--- config.mk ---
export PLATFORM = sky130hd
export DESIGN_NAME = pir_top
export DESIGN_NICKNAME = d
export VERILOG_FILES = /design/src/pir_pkg.sv /design/src/pir_req_if.sv /design/src/pir_filter.sv /design/src/pir_vector.sv /design/src/pir_top.sv
export SDC_FILE = /design/constraint.sdc
export NUM_CORES = 1
export LEC_CHECK = 0
export BUFFER_PORTS_ARGS = -buffer_cell sky130_fd_sc_hd__buf_2
export CAP_MARGIN = 25
export CORE_MARGIN = 2
export CORE_UTILIZATION = 45
export CTS_CLUSTER_DIAMETER = 120
export DETAILED_ROUTE_END_ITERATION = 12
export GPL_TIMING_DRIVEN = 0
export PLACE_DENSITY = 0.69
export SLEW_MARGIN = 20
export SYNTH_ARGS = -nofsm -noshare
export SYNTH_HDL_FRONTEND = slang
export SYNTH_HIERARCHICAL = 1
export SYNTH_SLANG_ARGS = --single-unit
--- constraint.sdc ---
create_clock -name clk -period 3.9 [get_ports clk]
set_input_delay 0.975 -clock clk [delete_from_list [all_inputs] [get_ports clk]]
set_output_delay 0.975 -clock clk [all_outputs]
set_load 0.05 [all_outputs]
--- src/pir_pkg.sv ---
// Purpose: Constants and types shared by the interrupt recognition block
// Assumes: 20 MHz system clock, synchronous active-high reset
// Notes: Register indices are word offsets on the plain register port
//
// Functional notes
// - Seven priority levels, seven autovectors, 200 assignable vectors supported.
// - Three-bit mask; requests at or below mask level, other than level seven, are not recognized.
// - Seven request lines; line one lowest priority, line seven highest.
// - External pin requests handled exactly like internal module requests.
// - Level seven is recognized even when the mask is seven.
// - Level seven detected on a falling transition or a mask write, not merely while held.
// - Writing the mask while level seven is low raises a new request.
// - Requests sampled each clock; valid after two consecutive asserted samples.
// - Valid requests stay pending until an instruction boundary or handler end.
// - Vector table base is zero after reset, relocatable by software write.
// - Vector number scaled into table offset gives the handler fetch address.
// - Acknowledge cycle ends with autovector or sized transfer acknowledge; neither if sized with arbitration zero.
// - Arbitration number resets to zero; zero takes no part in arbitration.
// - Master reset loads the priority mask with seven.
package pir_pkg;
	localparam int ADDR_W = 4;
	localparam logic [3:0] REG_MASK = 4'h0;
	localparam logic [3:0] REG_VBASE = 4'h1;
	localparam logic [3:0] REG_ARB = 4'h2;
	localparam logic [3:0] REG_PEND = 4'h3;
	localparam logic [3:0] REG_STAT = 4'h4;
	localparam logic [3:0] REG_IEN = 4'h5;
	localparam logic [3:0] REG_ACKCFG = 4'h6;
	localparam logic [2:0] MASK_RESET = 3'h7;
	localparam logic [31:0] VBASE_RESET = 32'h00000000;
	localparam logic [3:0] ARB_RESET = 4'h0;
	localparam logic [7:0] AUTOVEC_BASE = 8'h18;
	localparam logic [7:0] USER_VEC_FIRST = 8'h38;
	localparam int NUM_USER_VEC = 200;
	localparam int NUM_LEVELS = 7;
	localparam int VALID_SAMPLES = 2;
	localparam logic [7:0] SPURIOUS_VEC = 8'h18;
	// Status bit positions
	localparam int ST_NMI = 0;
	localparam int ST_ACK = 1;
	localparam int ST_SPUR = 2;
	typedef enum logic [1:0] {
		PIR_IDLE = 2'b00,
		PIR_ACK = 2'b01,
		PIR_FETCH = 2'b10
	} pir_state_e;
endpackage

--- src/pir_req_if.sv ---
`timescale 1ns/1ns
// Purpose: Carries filtered request levels from the input filter to the core
// Assumes: One clock domain
// Notes: Level seven arrives as an edge event, the others as levels
interface pir_req_if;
	logic [7:1] valid;
	logic nmi_edge;
	modport filt (output valid, output nmi_edge);
	modport core (input valid, input nmi_edge);
endinterface // pir_req_if

--- src/pir_filter.sv ---
`timescale 1ns/1ns
// Purpose: Two-sample validation of active-low request lines
// Assumes: Request lines synchronous to clk
// Notes: A glitch of one clock never reaches the priority logic
module pir_filter
	import pir_pkg::*;
(
	input wire logic clk,
	input wire logic rst,
	input wire logic [7:1] req_n,
	pir_req_if.filt rq
);
	logic [7:1] s1_q;
	logic [7:1] s2_q;
	logic [7:1] val_q;
	logic [7:1] val_d;
	logic top_prev_q;

	assign val_d = s1_q & s2_q;
	assign rq.valid = val_q;
	assign rq.nmi_edge = val_q[7] & ~top_prev_q;

	always_ff @(posedge clk) begin
		if (rst) begin
			s1_q <= 7'h00;
			s2_q <= 7'h00;
			val_q <= 7'h00;
			top_prev_q <= 1'b0;
		end else begin
			s1_q <= ~req_n;
			s2_q <= s1_q;
			val_q <= val_d;
			top_prev_q <= val_q[7];
		end
	end
endmodule // pir_filter

--- src/pir_vector.sv ---
`timescale 1ns/1ns
// Purpose: Vector number to table address
// Assumes: Four-byte vectors
// Notes: Pure combinational
module pir_vector
	import pir_pkg::*;
(
	input wire logic [31:0] base,
	input wire logic [7:0] vec_num,
	output logic [31:0] addr
);
	assign addr = base + {22'h000000, vec_num, 2'b00};
endmodule // pir_vector

--- src/pir_top.sv ---
`timescale 1ns/1ns
// Purpose: Interrupt request recognition, prioritisation and acknowledge
// Assumes: Requests synchronous to clk; CPU side signals boundary and ack cycle
// Notes: One acknowledge at a time; level seven edge is latched until acked
module pir_top
	import pir_pkg::*;
(
	input wire logic clk,
	input wire logic rst,
	input wire logic [7:1] req_n,
	input wire logic boundary,
	input wire logic ack_start,
	input wire logic [3:0] ack_arb,
	input wire logic [7:0] ack_vec,
	input wire logic ack_vec_valid,
	input wire logic [ADDR_W-1:0] reg_addr,
	input wire logic [31:0] reg_wdata,
	input wire logic reg_wr,
	input wire logic reg_rd,
	output logic [31:0] reg_rdata,
	output logic irq_pending,
	output logic [2:0] irq_level,
	output logic ack_busy,
	output logic auto_vector_ack,
	output logic sized_transfer_ack,
	output logic fetch_valid,
	output logic [31:0] fetch_addr,
	output logic [7:0] fetch_vec,
	output logic intr
);
	pir_req_if rq();
	pir_state_e st_q;
	pir_state_e st_d;
	logic [2:0] priority_mask_field_q;
	logic [31:0] vector_table_base_q;
	logic [3:0] arbitration_number_field_q;
	logic top_latched_q;
	logic [2:0] ack_lvl_q;
	logic [2:0] stat_q;
	logic [2:0] ien_q;
	logic ack_auto_cfg_q;
	logic auto_vector_ack_q;
	logic sized_transfer_ack_q;
	logic fetch_valid_q;
	logic [31:0] fetch_addr_q;
	logic [7:0] fetch_vec_q;
	logic [31:0] rdata_q;
	logic [31:0] vaddr;
	logic [7:0] sel_vec;
	logic [7:1] eligible;
	logic [2:0] best_lvl;
	logic any_elig;
	logic wr_mask;
	logic [2:0] stat_set;
	logic [2:0] stat_clr;
	logic arb_ok;
	logic take_ack;
	logic [31:0] rd_mux;

	pir_filter u_filt (
		.clk(clk),
		.rst(rst),
		.req_n(req_n),
		.rq(rq.filt)
	);

	pir_vector u_vec (
		.base(vector_table_base_q),
		.vec_num(sel_vec),
		.addr(vaddr)
	);

	// Highest set bit of a seven-level vector
	function automatic logic [2:0] top_level(input logic [7:1] v);
		logic [2:0] r;
		r = 3'h0;
		for (int i = 1; i <= NUM_LEVELS; i++) begin
			if (v[i]) begin
				r = 3'(i);
			end
		end
		return r;
	endfunction

	assign wr_mask = reg_wr && (reg_addr == REG_MASK);

	// Levels one to six follow the line level and the mask; seven uses its latch
	genvar g;
	generate
		for (g = 1; g < 7; g++) begin : g_elig
			assign eligible[g] = rq.valid[g] && (3'(g) > priority_mask_field_q);
		end
	endgenerate
	assign eligible[7] = top_latched_q;

	assign best_lvl = top_level(eligible);
	assign any_elig = |eligible;
	assign arb_ok = arbitration_number_field_q != 4'h0;
	// Acknowledge starts only at a boundary, otherwise requests wait
	assign take_ack = (st_q == PIR_IDLE) && any_elig && boundary && ack_start;

	// Auto vector picks the fixed slot per level, else the supplied number
	assign sel_vec = (ack_auto_cfg_q || !ack_vec_valid) ?
		AUTOVEC_BASE + {5'h00, ack_lvl_q} : ack_vec;

	always_comb begin
		st_d = st_q;
		case (st_q)
			PIR_IDLE: begin
				if (take_ack) begin
					st_d = PIR_ACK;
				end
			end
			PIR_ACK: begin
				st_d = PIR_FETCH;
			end
			PIR_FETCH: begin
				st_d = PIR_IDLE;
			end
			default: begin
				st_d = PIR_IDLE;
			end
		endcase
	end

	// Set wins over the write-one clear
	assign stat_set[ST_NMI] = rq.nmi_edge || (wr_mask && rq.valid[7]);
	assign stat_set[ST_ACK] = st_q == PIR_ACK;
	assign stat_set[ST_SPUR] = (st_q == PIR_ACK) && !arb_ok && !ack_auto_cfg_q;
	assign stat_clr = (reg_wr && reg_addr == REG_STAT) ? reg_wdata[2:0] : 3'h0;

	always_comb begin
		rd_mux = 32'h00000000;
		case (reg_addr)
			REG_MASK: rd_mux = {29'h0, priority_mask_field_q};
			REG_VBASE: rd_mux = vector_table_base_q;
			REG_ARB: rd_mux = {28'h0, arbitration_number_field_q};
			REG_PEND: rd_mux = {21'h0, best_lvl, 1'b0, eligible};
			REG_STAT: rd_mux = {29'h0, stat_q};
			REG_IEN: rd_mux = {29'h0, ien_q};
			REG_ACKCFG: rd_mux = {31'h0, ack_auto_cfg_q};
			default: rd_mux = 32'h00000000;
		endcase
	end

	always_ff @(posedge clk) begin
		if (rst) begin
			st_q <= PIR_IDLE;
			priority_mask_field_q <= MASK_RESET;
			vector_table_base_q <= VBASE_RESET;
			arbitration_number_field_q <= ARB_RESET;
			ien_q <= 3'h0;
			ack_auto_cfg_q <= 1'b1;
		end else begin
			st_q <= st_d;
			if (wr_mask) begin
				priority_mask_field_q <= reg_wdata[2:0];
			end
			if (reg_wr && reg_addr == REG_VBASE) begin
				vector_table_base_q <= reg_wdata;
			end
			if (reg_wr && reg_addr == REG_ARB) begin
				arbitration_number_field_q <= reg_wdata[3:0];
			end
			if (reg_wr && reg_addr == REG_IEN) begin
				ien_q <= reg_wdata[2:0];
			end
			if (reg_wr && reg_addr == REG_ACKCFG) begin
				ack_auto_cfg_q <= reg_wdata[0];
			end
		end
	end

	always_ff @(posedge clk) begin
		if (rst) begin
			top_latched_q <= 1'b0;
			ack_lvl_q <= 3'h0;
			stat_q <= 3'h0;
		end else begin
			stat_q <= (stat_q & ~stat_clr) | stat_set;
			if (take_ack) begin
				ack_lvl_q <= best_lvl;
			end
			// Edge or mask rewrite arms level seven; its acknowledge disarms it
			if (rq.nmi_edge || (wr_mask && rq.valid[7])) begin
				top_latched_q <= 1'b1;
			end else if (take_ack && best_lvl == 3'h7) begin
				top_latched_q <= 1'b0;
			end
		end
	end

	always_ff @(posedge clk) begin
		if (rst) begin
			auto_vector_ack_q <= 1'b0;
			sized_transfer_ack_q <= 1'b0;
			fetch_valid_q <= 1'b0;
			fetch_addr_q <= 32'h00000000;
			fetch_vec_q <= 8'h00;
			rdata_q <= 32'h00000000;
		end else begin
			auto_vector_ack_q <= (st_q == PIR_ACK) && (ack_auto_cfg_q || !ack_vec_valid);
			sized_transfer_ack_q <= (st_q == PIR_ACK) && !ack_auto_cfg_q && ack_vec_valid && arb_ok;
			fetch_valid_q <= st_q == PIR_ACK;
			if (st_q == PIR_ACK) begin
				fetch_addr_q <= vaddr;
				fetch_vec_q <= sel_vec;
			end
			rdata_q <= reg_rd ? rd_mux : 32'h00000000;
		end
	end

	assign reg_rdata = rdata_q;
	assign irq_pending = any_elig;
	assign irq_level = best_lvl;
	assign ack_busy = st_q != PIR_IDLE;
	assign auto_vector_ack = auto_vector_ack_q;
	assign sized_transfer_ack = sized_transfer_ack_q;
	assign fetch_valid = fetch_valid_q;
	assign fetch_addr = fetch_addr_q;
	assign fetch_vec = fetch_vec_q;
	assign intr = |(stat_q & ien_q);
endmodule // pir_top

==> results of run 1 <==
==> state kept, by name, summed over array words and instances (netlist names), 2 cells and up <==
signal                      count
u_filt/s1_q                     7
ien_q                           3
fetch_vec                       8
u_filt/rq.valid                 7
fetch_addr                     32
arbitration_number_field_q      4
ack_lvl_q                       3
priority_mask_field_q           3
reg_rdata                      32
st_q                            2
vector_table_base_q            32
u_filt/s2_q                     7
stat_q                          3
==> cell families after synthesis <==
family | synth area share
mux | 0.0382
xor+xnor | 0.0398
compound gates | 0.116
simple gates | 0.259
buf+inv | 0.0432
fa+ha+maj | 0.0195
flops | 0.484
==> through the flow <==
stage / area (µm²) / utilization / setup slack [ns] / setup TNS, ns
2_1_floorplan: 6160 / - / 0.365 / 0
3_3_place_gp: 7070 / 0.532 / -0.420 / -3.25
3_5_place_dp: 7070 / 0.532 / -0.448 / -3.44
4_1_cts: 7690 / 0.578 / 0.00245 / 0
5_1_grt: 7710 / 0.580 / 0.0189 / 0
6_report: 7710 / 0.580 / 0.246 / 0
==> report_power, final <==
group          switching, mW  internal [mW]  leakage, nW
clock network          0.677           1.02        0.301
logic                 0.0808         0.0529         1.81
registers             0.0107           1.54         1.20
==> layout make-up <==
type,instances,area (µm²),share of cell area
sequential,149,2980,0.387
multi-input combinational,507,2930,0.380
timing repair buffer,138,691,0.0896
clock buffer,17,425,0.0552
tap,176,220,0.0286
buffer,42,216,0.0281
clock inverter,15,193,0.0250
inverter,14,52.6,0.00682
==> cell usage in the layout, fill, tap and decap left out, types with 4 or more instances in the layout <==
| master | instances |
|---|---|
| sky130_fd_sc_hd__buf_2 | 145 |
| sky130_fd_sc_hd__nor2b_1 | 15 |
| sky130_fd_sc_hd__nand3_1 | 10 |
| sky130_fd_sc_hd__mux2i_1 | 19 |
| sky130_fd_sc_hd__nor3_1 | 13 |
| sky130_fd_sc_hd__xor2_1 | 17 |
| sky130_fd_sc_hd__inv_6 | 5 |
| sky130_fd_sc_hd__and2_1 | 25 |
| sky130_fd_sc_hd__nand2b_1 | 9 |
| sky130_fd_sc_hd__nor2_1 | 46 |
| sky130_fd_sc_hd__clkbuf_16 | 17 |
| sky130_fd_sc_hd__ha_1 | 8 |
| sky130_fd_sc_hd__a21o_1 | 4 |
| sky130_fd_sc_hd__and3b_1 | 7 |
| sky130_fd_sc_hd__o21ai_0 | 7 |
| sky130_fd_sc_hd__a31oi_1 | 4 |
| sky130_fd_sc_hd__clkbuf_1 | 20 |
| sky130_fd_sc_hd__inv_1 | 13 |
| sky130_fd_sc_hd__dfxtp_1 | 149 |
| sky130_fd_sc_hd__nand2_1 | 164 |
| sky130_fd_sc_hd__buf_4 | 8 |
| sky130_fd_sc_hd__xnor2_1 | 11 |
| sky130_fd_sc_hd__clkinv_4 | 4 |
| sky130_fd_sc_hd__a21oi_1 | 82 |
| sky130_fd_sc_hd__clkbuf_2 | 4 |
| sky130_fd_sc_hd__a211oi_1 | 6 |
| sky130_fd_sc_hd__nor4_1 | 6 |
==> synth_stat cells, types with 6 or more instances <==
| library cell | count | share of area |
|---|---|---|
| sky130_fd_sc_hd__a211oi_1 | 6 | 0.0073 |
| sky130_fd_sc_hd__a21oi_1 | 82 | 0.067 |
| sky130_fd_sc_hd__and2_1 | 25 | 0.025 |
| sky130_fd_sc_hd__and3b_1 | 7 | 0.0099 |
| sky130_fd_sc_hd__buf_2 | 7 | 0.0057 |
| sky130_fd_sc_hd__buf_4 | 8 | 0.0097 |
| sky130_fd_sc_hd__clkbuf_1 | 22 | 0.013 |
| sky130_fd_sc_hd__dfxtp_1 | 149 | 0.48 |
| sky130_fd_sc_hd__ha_1 | 8 | 0.016 |
| sky130_fd_sc_hd__inv_1 | 13 | 0.0079 |
| sky130_fd_sc_hd__mux2i_1 | 19 | 0.031 |
| sky130_fd_sc_hd__nand2_1 | 164 | 0.10 |
| sky130_fd_sc_hd__nand2b_1 | 9 | 0.0091 |
| sky130_fd_sc_hd__nand3_1 | 10 | 0.0081 |
| sky130_fd_sc_hd__nor2_1 | 46 | 0.028 |
| sky130_fd_sc_hd__nor2b_1 | 16 | 0.016 |
| sky130_fd_sc_hd__nor3_1 | 13 | 0.011 |
| sky130_fd_sc_hd__nor4_1 | 8 | 0.0081 |
| sky130_fd_sc_hd__o21ai_0 | 7 | 0.0057 |
| sky130_fd_sc_hd__xnor2_1 | 11 | 0.016 |
| sky130_fd_sc_hd__xor2_1 | 17 | 0.024 |
==> critical path, delay by kind of cell <==
kind                       cells  cell delay, ns
buffers and inverters          4            0.68
AOI/OAI and AO/OA              4            0.66
adders and majority gates      2            0.64
xor gates and xnor gates       1            0.19
and+or+nand+nor                5            0.85
==> path summary, 6_finish.rpt <==
kind / depth (start not counted) / slack (ns) / from / end
worst min-delay path: 2 / 0.45 / fetch_addr[11] / fetch_addr[11]
worst max register to register: 15 / 0.56 / ack_auto_cfg_q / fetch_addr[22]
worst max-delay path: 16 / 0.25 / ack_vec_valid / fetch_addr[22]
worst min register to register: 2 / 0.45 / fetch_addr[11] / fetch_addr[11]
==> layer usage <==
| metal | share of wire | GRT usage | wire length (µm) | vias up |
|---|---|---|---|---|
| li1 | - | - | - | 2704 |
| met4 | 0.013 | 0.0821 | 213 | 0 |
| met1 | 0.45 | 0.281 | 7120 | 2432 |
| met3 | 0.055 | 0.0517 | 870 | 20 |
| met5 | 0 | 0 | 0 | - |
| met2 | 0.48 | 0.368 | 7620 | 166 |
==> timing repair <==
item	CTS	global route
hold buffers	0	0
resized for setup	0	7
setup endpoints to repair	0	10
endpoints found under the hold margin	0	0
==> report_table.html, run 1 <==
<table>
<tr><th>Metric</th><th>Value</th></tr>
<tr><th colspan="2">Run status</th></tr>
<tr><td>Status</td><td>complete, no violations</td></tr>
<tr><th colspan="2">Power and ir drop</th></tr>
<tr><td>Power density over the cells</td><td>438 mW/mm²</td></tr>
<tr><td>Static leakage</td><td>3.32 nW</td></tr>
<tr><td>Max rail drop VDD</td><td>0.000324 V</td></tr>
<tr><td>Tot Pwr</td><td>between 3 and 4 mW</td></tr>
<tr><th colspan="2">Logic synthesis</th></tr>
<tr><td>Gate Count Post-Synth</td><td>712</td></tr>
<tr><td>Synth warnings</td><td>6</td></tr>
<tr><td>Synth Register Bits</td><td>149</td></tr>
<tr><td>Library cells used by synthesis</td><td>64</td></tr>
<tr><td>Number of enable-type register cells in the synthesized netlist</td><td>0</td></tr>
<tr><td>Combined area of all synthesized cells</td><td>0.00616 mm²</td></tr>
<tr><td>Synth async-reset ratio</td><td>0</td></tr>
<tr><td>Synthesized net count</td><td>783</td></tr>
<tr><td>Part of the Yosys area used for sequential elements</td><td>0.484</td></tr>
<tr><td>Mean area per synthesized cell</td><td>8.65 µm²</td></tr>
<tr><td>Most used DFF post-synth</td><td>sky130_fd_sc_hd__dfxtp_1</td></tr>
<tr><th colspan="2">Layout</th></tr>
<tr><td>Final Net Count</td><td>940</td></tr>
<tr><td>Number of fill cells</td><td>1232</td></tr>
<tr><td>Growth of design area from synthesis to finish</td><td>25.1%</td></tr>
<tr><td>Final Instance Count excl. Fillers</td><td>approximately 1100</td></tr>
<tr><td>Diode count</td><td>0</td></tr>
<tr><td>Share of final-layout standard cells stronger than drive strength 1</td><td>0.240</td></tr>
<tr><th colspan="2">STA</th></tr>
<tr><td>Count of endpoints failing setup in the final report</td><td>0</td></tr>
<tr><td>Largest clock skew in the final design</td><td>0.00617 ns</td></tr>
<tr><td>Max Freq</td><td>between 200 and 300 MHz</td></tr>
<tr><td>Final Critical Period</td><td>~3.7 ns</td></tr>
<tr><td>Unrepaired setup endpoints after global routing</td><td>false</td></tr>
<tr><td>Final worst-path cycle share</td><td>0.937</td></tr>
<tr><td>Max-slew headroom at the worst pin</td><td>0.620</td></tr>
<tr><td>Final worst hold slack</td><td>0.448 ns</td></tr>
<tr><td>Actual transition at the worst max-transition pin</td><td>around 0.56 ns</td></tr>
<tr><td>Hold Violations, Final</td><td>0</td></tr>
<tr><td>Count of pins over their slew limit</td><td>0</td></tr>
<tr><th colspan="2">Die</th></tr>
<tr><td>Area inside the core boundary</td><td>0.0133 mm²</td></tr>
<tr><td>Die Area</td><td>0.0146 mm²</td></tr>
<tr><td>Die X-Extent</td><td>121 µm</td></tr>
<tr><td>Die Height</td><td>~120 µm</td></tr>
<tr><td>Starting utilization of the core area</td><td>0.463</td></tr>
<tr><td>I/O pin cnt</td><td>around 140</td></tr>
<tr><td>Row Count</td><td>42</td></tr>
<tr><th colspan="2">CTS</th></tr>
<tr><td>Root buf cell</td><td>sky130_fd_sc_hd__clkbuf_16</td></tr>
<tr><td>Latest clock arrival within the worst-skew pair</td><td>between 0.4 and 0.5 ns</td></tr>
<tr><td>Number of buffers added for setup after CTS</td><td>0</td></tr>
<tr><td>Number of buffers inserted during clock tree synthesis</td><td>17</td></tr>
<tr><td>Htree depth</td><td>4</td></tr>
<tr><td>CTS tree</td><td>built</td></tr>
<tr><td>CTS clk-pin slew, worst paths</td><td>0.06 ns</td></tr>
<tr><td>Deepest clock path buffer count</td><td>2</td></tr>
<tr><td>Clock sink total</td><td>149</td></tr>
<tr><th colspan="2">Routing</th></tr>
<tr><td>Residual DRC count</td><td>0</td></tr>
<tr><td>Iteration-0 DRC count of the detailed router</td><td>345</td></tr>
<tr><td>DRT antenna net count</td><td>0</td></tr>
<tr><td>Routed via count divided by cell count</td><td>5.03</td></tr>
<tr><td>TritonRoute pass-1 iters</td><td>5</td></tr>
<tr><td>Via count</td><td>5322</td></tr>
<tr><td>Routed WL</td><td>15800 µm</td></tr>
<tr><td>Average detailed-routed wire length per instance</td><td>~15 µm</td></tr>
<tr><th colspan="2">Run</th></tr>
<tr><td># Max-Cap Violations</td><td>0</td></tr>
<tr><th colspan="2">GRT</th></tr>
<tr><td>Global-route wire length before repair</td><td>25000 µm</td></tr>
<tr><td>GRT Total Usage</td><td>0.222</td></tr>
<tr><td>Number of antenna violations at the first check in global routing</td><td>0</td></tr>
<tr><td>Vias in the first global route</td><td>4975</td></tr>
<tr><td>Remaining Overflow, GRT</td><td>0</td></tr>
<tr><td>Pin count of the biggest net entering global routing</td><td>17</td></tr>
<tr><th colspan="2">Placement</th></tr>
<tr><td>Placed insts</td><td>roughly 1000</td></tr>
<tr><td>Placed wire-length estimate after detailed placement</td><td>11700 µm</td></tr>
<tr><td>Quantity of I/O buffers inserted on ports</td><td>around 140</td></tr>
<tr><td>Final Wtd Congestion</td><td>0.865</td></tr>
<tr><th colspan="2">Worst setup path</th></tr>
<tr><td>Worst-path maximum fanout</td><td>10</td></tr>
<tr><td>Crit. End Element</td><td>flip-flop</td></tr>
<tr><td>Data required time at the worst endpoint</td><td>4.26 ns</td></tr>
<tr><td>Library cell contributing the largest single delay on the critical path</td><td>sky130_fd_sc_hd__fa_1</td></tr>
<tr><td>Kind of critical path</td><td>in -&gt; reg</td></tr>
<tr><td>Arrival time of the worst setup path</td><td>4.01 ns</td></tr>
<tr><td>Peak per-stage delay on the critical path</td><td>0.40 ns</td></tr>
<tr><td>Critical path, cell by cell</td><td>buf_2, nor2b_2, clkbuf_2, nand2_1, o21ai_0, ha_1, inv_1, fa_1, nand2b_1, a21oi_1, a31oi_1, clkbuf_2, nor4_1, xor2_1, nand2_1, a21oi_1</td></tr>
<tr><td>Startpoint class of the critical path</td><td>input pin</td></tr>
<tr><th colspan="2">Hold path</th></tr>
<tr><td>Min-Delay Path Class</td><td>reg -&gt; reg</td></tr>
</table>
Note: power is estimated with default switching activity, not from simulation.
==> run 2, diff against run 1 <==
--- a/config.mk
+++ b/config.mk
@@ -12,7 +12,7 @@
 export CTS_CLUSTER_DIAMETER = 120
 export DETAILED_ROUTE_END_ITERATION = 12
 export GPL_TIMING_DRIVEN = 0
-export PLACE_DENSITY = 0.69
+export PLACE_DENSITY = 0.71
 export SLEW_MARGIN = 20
 export SYNTH_ARGS = -nofsm -noshare
 export SYNTH_HDL_FRONTEND = slang
==> constraint.sdc (replaced) <==
create_clock -name clk -period 3.3 [get_ports clk]
set_input_delay 0.825 -clock clk [delete_from_list [all_inputs] [get_ports clk]]
set_output_delay 0.825 -clock clk [all_outputs]
set_load 0.05 [all_outputs]
==> report_table.html, run 2 (synthesized netlist as in run 1, its figures left out) <==
<table>
<tr><th>Metric</th><th>Value</th></tr>
<tr><th colspan="2">CTS</th></tr>
<tr><td>Post-CTS Hold Buffers</td><td>0</td></tr>
<tr><td>CTS tree</td><td>built</td></tr>
<tr><td>Latest clock arrival within the worst-skew pair</td><td>around 0.43 ns</td></tr>
<tr><td>Number of buffers inserted during clock tree synthesis</td><td>17</td></tr>
<tr><td>Clock sink total</td><td>149</td></tr>
<tr><td>CTS clk-pin slew, worst paths</td><td>about 0.060 ns</td></tr>
<tr><td>Number of buffers added for setup after CTS</td><td>0</td></tr>
<tr><td>Htree depth</td><td>4</td></tr>
<tr><td>Deepest clock path buffer count</td><td>2</td></tr>
<tr><td>Root buf cell</td><td>sky130_fd_sc_hd__clkbuf_16</td></tr>
<tr><th colspan="2">Worst setup path</th></tr>
<tr><td>Critical path, cell by cell</td><td>buf_2, nor2b_4, buf_6, nand2_1, o21ai_1, ha_2, inv_1, fa_1, nand2b_1, a21oi_2, a31oi_2, clkbuf_8, nor4_2, xor2_1, nand2_1, a21oi_1</td></tr>
<tr><td>Cell family contributing the most delay on the critical path</td><td>simple AND/OR/NAND/NOR gates</td></tr>
<tr><td>Crit. End Element</td><td>flip-flop</td></tr>
<tr><td>Worst R2R Path Depth</td><td>15</td></tr>
<tr><td>Arrival time of the worst setup path</td><td>3.49 ns</td></tr>
<tr><td>CP dominant cell by count</td><td>sky130_fd_sc_hd__nand2_1</td></tr>
<tr><td>Peak per-stage delay on the critical path</td><td>approximately 0.4 ns</td></tr>
<tr><td>Data required time at the worst endpoint</td><td>3.65 ns</td></tr>
<tr><td>Worst reg2reg path startpoint</td><td>ack_auto_cfg_q</td></tr>
<tr><td>Crit. path cell count</td><td>16</td></tr>
<tr><td>RR Endpoint</td><td>fetch_addr[28]</td></tr>
<tr><td>Reg2Reg Setup Slack</td><td>0.31 ns</td></tr>
<tr><td>Library cell contributing the largest single delay on the critical path</td><td>sky130_fd_sc_hd__fa_1</td></tr>
<tr><td>Startpoint class of the critical path</td><td>input pin</td></tr>
<tr><td>Count of buffer and inverter cells on the critical path</td><td>4</td></tr>
<tr><td>Kind of critical path</td><td>in -&gt; reg</td></tr>
<tr><td>Worst-path maximum fanout</td><td>10</td></tr>
<tr><th colspan="2">Die</th></tr>
<tr><td>Die Height</td><td>121 µm</td></tr>
<tr><td>Die Area</td><td>0.0146 mm²</td></tr>
<tr><td>I/O pin cnt</td><td>143</td></tr>
<tr><td>Row Count</td><td>42</td></tr>
<tr><td>Area inside the core boundary</td><td>0.0133 mm²</td></tr>
<tr><td>Starting utilization of the core area</td><td>0.463</td></tr>
<tr><td>Die X-Extent</td><td>121 µm</td></tr>
<tr><th colspan="2">GRT</th></tr>
<tr><td>GRT Total Usage</td><td>0.219</td></tr>
<tr><td>Number of antenna violations at the first check in global routing</td><td>0</td></tr>
<tr><td>Remaining Overflow, GRT</td><td>0</td></tr>
<tr><td>Global-route wire length before repair</td><td>24700 µm</td></tr>
<tr><td>Pin count of the biggest net entering global routing</td><td>17</td></tr>
<tr><td>Vias in the first global route</td><td>4869</td></tr>
<tr><th colspan="2">Routing</th></tr>
<tr><td>Average detailed-routed wire length per instance</td><td>14.7 µm</td></tr>
<tr><td>Iteration-0 DRC count of the detailed router</td><td>389</td></tr>
<tr><td>Residual DRC count</td><td>0</td></tr>
<tr><td>DRT antenna net count</td><td>0</td></tr>
<tr><td>TritonRoute pass-1 iters</td><td>5</td></tr>
<tr><td>Routed WL</td><td>around 16000 µm</td></tr>
<tr><td>Via count</td><td>approximately 5300</td></tr>
<tr><td>Routed via count divided by cell count</td><td>5.04</td></tr>
<tr><th colspan="2">Layout</th></tr>
<tr><td>Share of final-layout standard cells stronger than drive strength 1</td><td>0.244</td></tr>
<tr><td>Final Net Count</td><td>940</td></tr>
<tr><td>Most frequent standard cell in the layout excluding fill and tap cells</td><td>sky130_fd_sc_hd__nand2_1</td></tr>
<tr><td>Growth of design area from synthesis to finish</td><td>24.9%</td></tr>
<tr><td>Diode count</td><td>0</td></tr>
<tr><td>Final non-filler cell area</td><td>between 0.007 and 0.008 mm²</td></tr>
<tr><td>Final core area utilization</td><td>0.579</td></tr>
<tr><td>Commonest cells after routing, fill and taps aside</td><td>sky130_fd_sc_hd__nand2_1, sky130_fd_sc_hd__dfxtp_1, sky130_fd_sc_hd__buf_2, sky130_fd_sc_hd__a21oi_1, sky130_fd_sc_hd__nor2_1</td></tr>
<tr><th colspan="2">Placement</th></tr>
<tr><td>Quantity of I/O buffers inserted on ports</td><td>138</td></tr>
<tr><td>Placed wire-length estimate after detailed placement</td><td>11600 µm</td></tr>
<tr><td>Area of placed instances</td><td>~0.0071 mm²</td></tr>
<tr><td>Final Wtd Congestion</td><td>slightly below 0.9</td></tr>
<tr><th colspan="2">Hold path</th></tr>
<tr><td>Depth of the worst hold-timing path</td><td>2</td></tr>
<tr><td>Endpoint of the worst hold path</td><td>fetch_addr[21]</td></tr>
<tr><td>Hold Path Origin</td><td>fetch_addr[21]</td></tr>
<tr><td>Min-Delay Path Class</td><td>reg -&gt; reg</td></tr>
<tr><th colspan="2">STA</th></tr>
<tr><td>Largest clock skew in the final design</td><td>0.00876 ns</td></tr>
<tr><td>Final Critical Period</td><td>3.14 ns</td></tr>
<tr><td>Final worst-path cycle share</td><td>0.952</td></tr>
<tr><td>Hold Violations, Final</td><td>0</td></tr>
<tr><td>Count of pins over their slew limit</td><td>0</td></tr>
<tr><td>Max Freq</td><td>roughly 320 MHz</td></tr>
<tr><td>Unrepaired setup endpoints after global routing</td><td>false</td></tr>
<tr><td>Count of endpoints failing setup in the final report</td><td>0</td></tr>
<tr><td>Max-slew headroom at the worst pin</td><td>0.626</td></tr>
<tr><td>Actual transition at the worst max-transition pin</td><td>0.561 ns</td></tr>
<tr><td>Setup_tns</td><td>0 ns</td></tr>
<tr><th colspan="2">Run status</th></tr>
<tr><td>Status</td><td>complete, no violations</td></tr>
<tr><th colspan="2">Run</th></tr>
<tr><td># Max-Cap Violations</td><td>0</td></tr>
<tr><th colspan="2">Power and ir drop</th></tr>
<tr><td>Power density over the cells</td><td>499 mW/mm²</td></tr>
<tr><td>Static leakage</td><td>3.30 nW</td></tr>
<tr><td>Max rail drop VDD</td><td>0.000344 V</td></tr>
<tr><td>Tot Pwr</td><td>about 3.8 mW</td></tr>
</table>
## run 2: cell count changes in the layout (fill, tap and decap cells not counted), moves of 2 or more
cell                        change
sky130_fd_sc_hd__o21ai_1        +2
sky130_fd_sc_hd__bufinv_16      -2
sky130_fd_sc_hd__o21ai_0        -2
sky130_fd_sc_hd__clkbuf_2       -2
## run 2: routing by layer
| layer | share of wire | GRT usage | vias to the layer above |
|---|---|---|---|
| li1 | - | - | 2702 |
| met1 | 0.46 | 0.278 | 2449 |
| met2 | 0.47 | 0.360 | 152 |
| met3 | 0.049 | 0.0461 | 27 |
| met4 | 0.023 | 0.0967 | 0 |
| met5 | 0 | 0 | - |
## run 2: layout make-up
| type | instances | area, µm² |
|---|---|---|
| tap | 176 | 220 |
| fill | 1184 | 5600 |
| clock inverter | 14 | 140 |
| inverter | 14 | 52.6 |
| timing repair buffer | 138 | 691 |
| sequential | 149 | 2980 |
| clock buffer | 18 | 429 |
| buffer | 42 | 231 |
| multi-input combinational | 507 | 2950 |
## run 2: worst max-delay path by stage
| stage | slack [ns] | start | endpoint |
|---|---|---|---|
| detailed placement | -0.73 | ack_vec_valid | fetch_addr[22] |
| finish | 0.16 | ack_vec_valid | fetch_addr[28] |
| global placement | -0.70 | ack_vec_valid | fetch_addr[28] |
| CTS | 0.01 | ack_vec_valid | fetch_addr[28] |
| global route | 0.02 | ack_vec_valid | fetch_addr[22] |
| floorplan | -0.02 | ack_vec_valid | fetch_addr[22] |
## run 2: what timing repair did
| item | CTS | global route |
|---|---|---|
| endpoints found under the setup margin | 10 | 10 |
| gates resized for setup | 8 | 8 |
| pin swaps | 0 | 1 |
## run 2: where the power goes
group | switching, mW | internal (mW) | total [mW] | leakage, nW
Combinational | 0.0954 | 0.0630 | 0.158 | 1.82
Sequential | 0.0127 | 1.82 | 1.83 | 1.20
Clock | 0.801 | 1.06 | 1.86 | 0.275
## run 2: through the flow
step                      hold slack, ns  setup slack, ns  cells
after floorplan                    0.430          -0.0178    712
after global placement             0.440           -0.699   1026
after detailed placement           0.444           -0.733   1026
after CTS                          0.452           0.0126   1058
after global routing               0.471           0.0158   1058
final                              0.451            0.160   1058
## run 2: worst min-delay path, delay by kind of cell, from the launching register on
kind | cells | cell delay [ns]
AO/OA/AOI/OAI | 1 | 0.05
flip-flops | 1 | 0.30
AND/OR/NAND/NOR | 1 | 0.05
